<file path="src/timebase_osc.sv">
// Package of shared constants and the internal timebase oscillator.
// Assumes one clock domain; all inputs except the async active-low rst_n are synchronous to clk.
package timebase_pkg;
  localparam int unsigned CLK_PERIOD_NS      = 5;
  localparam int unsigned OSC_HALF_PERIOD_NS = 2500;
  localparam int unsigned OSC_HALF_CYCLES    =
    (OSC_HALF_PERIOD_NS / CLK_PERIOD_NS) < 1 ? 1 : (OSC_HALF_PERIOD_NS / CLK_PERIOD_NS);
  localparam int unsigned STAGES       = 8;
  localparam int unsigned DIV2_BIT     = 0;
  localparam int unsigned DIV256_BIT   = 7;
  localparam logic [7:0]  IDLE_COUNT   = 8'hFF;
  localparam logic [7:0]  START_COUNT  = 8'h00;
  localparam logic [7:0]  COUNT_STEP   = 8'h01;
  localparam logic        OSC_RST_LVL  = 1'b1;

  typedef enum logic [0:0]
  {
    ST_IDLE = 1'b0,
    ST_RUN  = 1'b1
  } tstate_e;
endpackage : timebase_pkg

`timescale 1ns/1ps

module timebase_osc #(
  parameter int unsigned HALF_CYCLES = timebase_pkg::OSC_HALF_CYCLES,
  parameter int unsigned CW          = 24
) (
  input  wire logic clk,
  input  wire logic rst_n,
  input  wire logic ce,
  input  wire logic run,
  input  wire logic restart,
  output logic      osc_q
);
  import timebase_pkg::*;

  typedef struct packed {
    logic [CW-1:0] cnt;
    logic          lvl;
  } osc_s;

  localparam logic [CW-1:0] LAST = CW'(HALF_CYCLES - 1);

  osc_s s_q;
  osc_s s_d;

  always_comb
  begin
    s_d = s_q;
    if (!run || restart)
    begin
      // The timing capacitor is discharged: the cycle starts from a fresh phase.
      s_d.cnt = '0;
      s_d.lvl = OSC_RST_LVL;
    end
    else if (s_q.cnt >= LAST)
    begin
      s_d.cnt = '0;
      s_d.lvl = ~s_q.lvl;
    end
    else
    begin
      s_d.cnt = s_q.cnt + CW'(1);
    end
  end

  always_ff @(posedge clk or negedge rst_n)
  begin
    if (!rst_n)
    begin
      s_q.cnt <= '0;
      s_q.lvl <= OSC_RST_LVL;
    end
    else if (ce)
    begin
      s_q <= s_d;
    end
  end

  assign osc_q = s_q.lvl;
endmodule : timebase_osc

</file>
<file path="src/triggered_timebase_divider.sv">
// Triggered fixed timer: timebase feeding an eight stage binary divider.
// Assumes trigger, reset and the timebase pin are synchronous to clk.
`timescale 1ns/1ps

module triggered_timebase_divider #(
  parameter int unsigned OSC_HALF = timebase_pkg::OSC_HALF_CYCLES,
  parameter int unsigned N_STAGES = timebase_pkg::STAGES
) (
  input  wire logic clk,
  input  wire logic rst_n,
  input  wire logic ce,
  input  wire logic trigger,
  input  wire logic reset_in,
  input  wire logic timing_node,
  input  wire logic timebase_in,
  output logic      timebase_out,
  output logic      timebase_oe,
  output logic      discharge,
  output logic      div2_out,
  output logic      div256_out
);
  import timebase_pkg::*;

  typedef struct packed {
    tstate_e              state;
    logic [N_STAGES-1:0]  count;
    logic                 trig_prev;
    logic                 base_prev;
    logic                 discharge;
    logic                 div2;
    logic                 div256;
    logic                 base_out;
    logic                 base_oe;
  } tim_s;

  tim_s s_q;
  tim_s s_d;

  logic osc_lvl;
  logic ext_mode;
  logic base_lvl;
  logic trig_rise;
  logic base_fall;

  // A grounded timing node stops the oscillator and frees the pin as a clock input.
  assign ext_mode  = ~timing_node;
  assign base_lvl  = ext_mode ? timebase_in : osc_lvl;
  assign trig_rise = trigger & ~s_q.trig_prev;
  assign base_fall = s_q.base_prev & ~base_lvl;

  timebase_osc #(
    .HALF_CYCLES (OSC_HALF)
  ) u_osc (
    .clk     (clk),
    .rst_n   (rst_n),
    .ce      (ce),
    .run     (timing_node),
    .restart (trig_rise),
    .osc_q   (osc_lvl)
  );

  always_comb
  begin
    s_d           = s_q;
    s_d.trig_prev = trigger;
    s_d.base_prev = base_lvl;
    s_d.discharge = 1'b0;
    case (s_q.state)
      ST_IDLE:
      begin
        s_d.count = IDLE_COUNT[N_STAGES-1:0];
        if (trig_rise)
        begin
          s_d.state     = ST_RUN;
          s_d.count     = START_COUNT[N_STAGES-1:0];
          s_d.discharge = 1'b1;
        end
      end
      ST_RUN:
      begin
        if (trig_rise)
        begin
          s_d.count     = START_COUNT[N_STAGES-1:0];
          s_d.discharge = 1'b1;
        end
        else if (reset_in && !trigger)
        begin
          s_d.state = ST_IDLE;
          s_d.count = IDLE_COUNT[N_STAGES-1:0];
        end
        else if (base_fall)
        begin
          s_d.count = s_q.count + COUNT_STEP[N_STAGES-1:0];
        end
      end
      default:
      begin
        s_d.state = ST_IDLE;
        s_d.count = IDLE_COUNT[N_STAGES-1:0];
      end
    endcase
    // Divider outputs are push-pull, taken straight from the stage flip-flops; the timebase pin drives only while timebase_oe is high.
    s_d.div2   = s_d.count[DIV2_BIT];
    s_d.div256 = s_d.count[N_STAGES-1];
    s_d.base_out = osc_lvl;
    s_d.base_oe  = ~ext_mode;
  end

  always_ff @(posedge clk or negedge rst_n)
  begin
    if (!rst_n)
    begin
      s_q.state     <= ST_IDLE;
      s_q.count     <= IDLE_COUNT[N_STAGES-1:0];
      s_q.trig_prev <= 1'b1;
      s_q.base_prev <= 1'b0;
      s_q.discharge <= 1'b0;
      s_q.div2      <= 1'b1;
      s_q.div256    <= 1'b1;
      s_q.base_out  <= OSC_RST_LVL;
      s_q.base_oe   <= 1'b0;
    end
    else if (ce)
    begin
      s_q <= s_d;
    end
  end

  assign timebase_out = s_q.base_out;
  assign timebase_oe  = s_q.base_oe;
  assign discharge    = s_q.discharge;
  assign div2_out     = s_q.div2;
  assign div256_out   = s_q.div256;
endmodule : triggered_timebase_divider

</file>
<file path="config.mk">
export PLATFORM = sky130hd
export DESIGN_NAME = triggered_timebase_divider
export DESIGN_NICKNAME = d
export VERILOG_FILES = /design/src/timebase_osc.sv /design/src/triggered_timebase_divider.sv
export SDC_FILE = /design/constraint.sdc
export NUM_CORES = 1
export LEC_CHECK = 0
export ABC_CLOCK_PERIOD_IN_PS = 2290
export BUFFER_PORTS_ARGS = -buffer_cell sky130_fd_sc_hd__buf_4
export CORE_ASPECT_RATIO = 0.9
export CORE_MARGIN = 4
export CORE_UTILIZATION = 60
export DETAILED_ROUTE_END_ITERATION = 6
export MAX_ROUTING_LAYER = met4
export PLACE_DENSITY = 0.82
export SYNTH_ARGS = -nofsm -noshare
export SYNTH_HDL_FRONTEND = slang
export SYNTH_SLANG_ARGS = --single-unit
</file>
<file path="constraint.sdc">
create_clock -name clk -period 2.29 [get_ports clk]
set_input_delay 0.458 -clock clk [delete_from_list [all_inputs] [get_ports clk]]
set_output_delay 0.458 -clock clk [all_outputs]
set_load 0.05 [all_outputs]
</file>
==> summary.txt <==
Critical R2R Launch = u_osc.s_q[6]
pwr dens = 686 mW/mm²
number of global-route vias before repair = 1639
final worst slack = 320 ps
post-route cell area = 0.00223 mm²
first-pass GRT wire length = 7740 µm
Tmin final = 1970 ps
Slew Limit Fails = 0
CTS tree = done
Nets = 233
status = completed
Port Buffers = 11
register area share after synthesis = 49.1%
antenna violations before repair = 0
WL per Instance = 16.4 µm
Net Count, Synth = 219
Rel. slew slack = 60.9%
met1 usage = 30.4%
Die X = 69.1 µm
Cells after Synth = 210
pre-CTS WS = 336 ps
first-pass iteration count of the detailed router = 4
aggregate global routing overflow = 0
Tightest Pin Transition = 587 ps
Worst Hold Class = in -> async
GRT met2 Usage = 34.5%
# IOs = 12
Routed Antenna Nets = 0
Skew-Pair Late Insertion Delay = 290 ps
EDFF count, synth = 0
placed insts = 259
Peak Freq = 508 MHz
Critical Path RT = 2510 ps
Cell Rows = 19
GRT met3 Usage = 4.98%
Lkg Pwr = 0.965 nW
Crit Path Max Fanout = 15
syn avg cell area = 9.60 µm²
Syn. warnings = 0
setup_tns = 0 ps
final std cells w/o fill = 267
worst hold margin = 125 ps
CORE AREA = 0.00314 mm²
CTS H-tree depth = 2
Final Hold Vio Count = 0
r2r endpoint = u_osc.osc_q
root buffer cell = clkbuf_8
cell depth of the worst flop-to-flop path = 4
Resized cells post-CTS = 0
synth top area cells = dfrtp_1 35%, dfstp_2 14%, nor2_1 4.5%, a21oi_1 3.7%, nand2_1 3.2%
Worst EP arrival = 2190 ps
Via-to-Cell Ratio = 6.37
RSZ-0062 raised after global routing = no
residual DRC count = 0
# setup viols final = 0
Clock Path Buffers = 2
Netlist cell types = 44
Final Wtd Congestion = 0.912
setup bufs post-CTS = 0
die height = 63.0 µm
WS Path Type = reg -> reg
Layout area overhead = 10.5%
WL final = 4380 µm
register bit count reported by yosys = 39
Synth Cell Area = 0.00202 mm²
Clock Pin Slew Worst Setup and Hold Paths = 70 ps
flop2flop setup slack = 320 ps
Setup crit start kind = flip-flop
Tot GR Track Use = 22.4%
DRT iter0 DRCs = 127
Tot Pwr = 1.53 mW
starting density of the core = 64.3%
VDD IR max = 0.449 mV
Worst Clk Skew = 6.87 ps
DP Area = 0.00215 mm²
largest net degree at the start of global routing = 40
GR peak layer = met2
critical path endpoint category = flip-flop
Hold Buf Count CTS = 0
Final period util = 86.0%
layout cells sized above 1 = 19.1%
CTS Buf Count = 5
Post-synth top flop = dfrtp_1
asr flop ratio synth = 100%
ant diodes = 0
total die area = 0.00435 mm²
DP Wirelength = 3130 µm
Yosys top cell by area = dfrtp_1
via count = 1702
Fillers = 238
Synth top area share = 34.7%
Max-Cap Viols = 0
clock sinks = 39
post-layout util = 71.0%
cells in the final DEF, fill, tap and decap left out, types with 2 or more instances in the layout:
master and count:
buf_4 14, nor4_1 9, clkbuf_1 2, a31oi_1 8
a2bb2oi_1 5, clkbuf_8 5, nor2_1 24, nand2b_1 3
ha_1 2, xnor2_1 4, nor3_1 7, dfrtp_1 28
a21oi_1 15, o31ai_1 2, mux2i_1 2, nand4_2 2
dfstp_2 11, nand2_1 17, o22a_1 2, or3_1 2
o21ai_0 6, mux2_2 5, a41oi_1 4, inv_1 10
nand4_1 4, o41ai_1 2, nand3_1 8, and3_1 3
xor2_1 2, a31o_2 2
per-layer routing:
layer | part of all wire, % | vias up | routed length, µm
li1 | - | 811 | -
met1 | 47 | 834 | 2060
met2 | 47 | 52 | 2050
met3 | 5.2 | 5 | 230
met4 | 0.87 | 0 | 38
met5 | 0 | - | 0
area by class of cell:
cell class              instances  area, µm²  share of cell area [%]
multi-input cells             153        958                    43.0
clock inverters                 1       5.00                   0.225
well taps                      42       52.6                    2.36
flip-flops and latches         39        990                    44.4
inverters                      11       41.3                    1.85
clock buffers                   7       76.3                    3.43
repair buffers                 14        105                    4.72
Yosys cell counts, types with 2 or more instances:
| master | n |
|---|---|
| a21oi_1 | 15 |
| a2bb2oi_1 | 5 |
| a31o_2 | 2 |
| a31oi_1 | 8 |
| a41oi_1 | 4 |
| and3_1 | 3 |
| buf_1 | 2 |
| clkbuf_1 | 4 |
| dfrtp_1 | 28 |
| dfstp_2 | 11 |
| ha_1 | 2 |
| inv_1 | 10 |
| mux2_2 | 5 |
| mux2i_1 | 2 |
| nand2_1 | 17 |
| nand2b_1 | 3 |
| nand3_1 | 8 |
| nand4_1 | 4 |
| nand4_2 | 2 |
| nor2_1 | 24 |
| nor3_1 | 7 |
| nor4_1 | 9 |
| o21ai_0 | 6 |
| o22a_1 | 2 |
| o31ai_1 | 2 |
| o41ai_1 | 2 |
| or3_1 | 2 |
| xnor2_1 | 4 |
| xor2_1 | 2 |
state kept, by name, indices dropped and copies added, names as in the netlist:
name and cells:
timebase_oe 1, s_q 11, timebase_out 1, discharge 1, u_osc.osc_q 1, u_osc.s_q 24
critical path: stages (launching register included):
cell and delay (ps):
dfrtp_1 450, and4_2 300, o311a_1 210, o31a_1 530
mux2_2 410
logic make-up (layout without fill, tap and decap cells):
family          after synthesis  count (layout)  synth area share, %
simple gates                 86              86                 22.3
compound gates               52              52                 17.6
flops                        39              39                 49.1
buf+inv                      18              33                 3.41
mux                           7               7                 3.78
xor+xnor                      6               6                 2.61
fa+ha+maj                     2               2                 1.24
where the power goes:
group	switching (mW)	leakage, nW	internal (mW)
Clock	0.235	0.0422	0.214
Sequential	0.0459	0.498	0.760
Combinational	0.176	0.425	0.0971
how the worst max path moves through the flow:
stage | start | endpoint | slack, ps | depth (start not counted)
after floorplan | ce | u_osc.s_q[20] | 570 | 5
after CTS | u_osc.s_q[6] | u_osc.osc_q | 320 | 4
final | u_osc.s_q[6] | u_osc.osc_q | 320 | 4
after detailed placement | u_osc.s_q[6] | u_osc.osc_q | 340 | 4
after global placement | ce | u_osc.s_q[13] | 430 | 5
after global routing | u_osc.s_q[6] | u_osc.osc_q | 200 | 4
No activity file was read; power rests on OpenSTA's default activity.
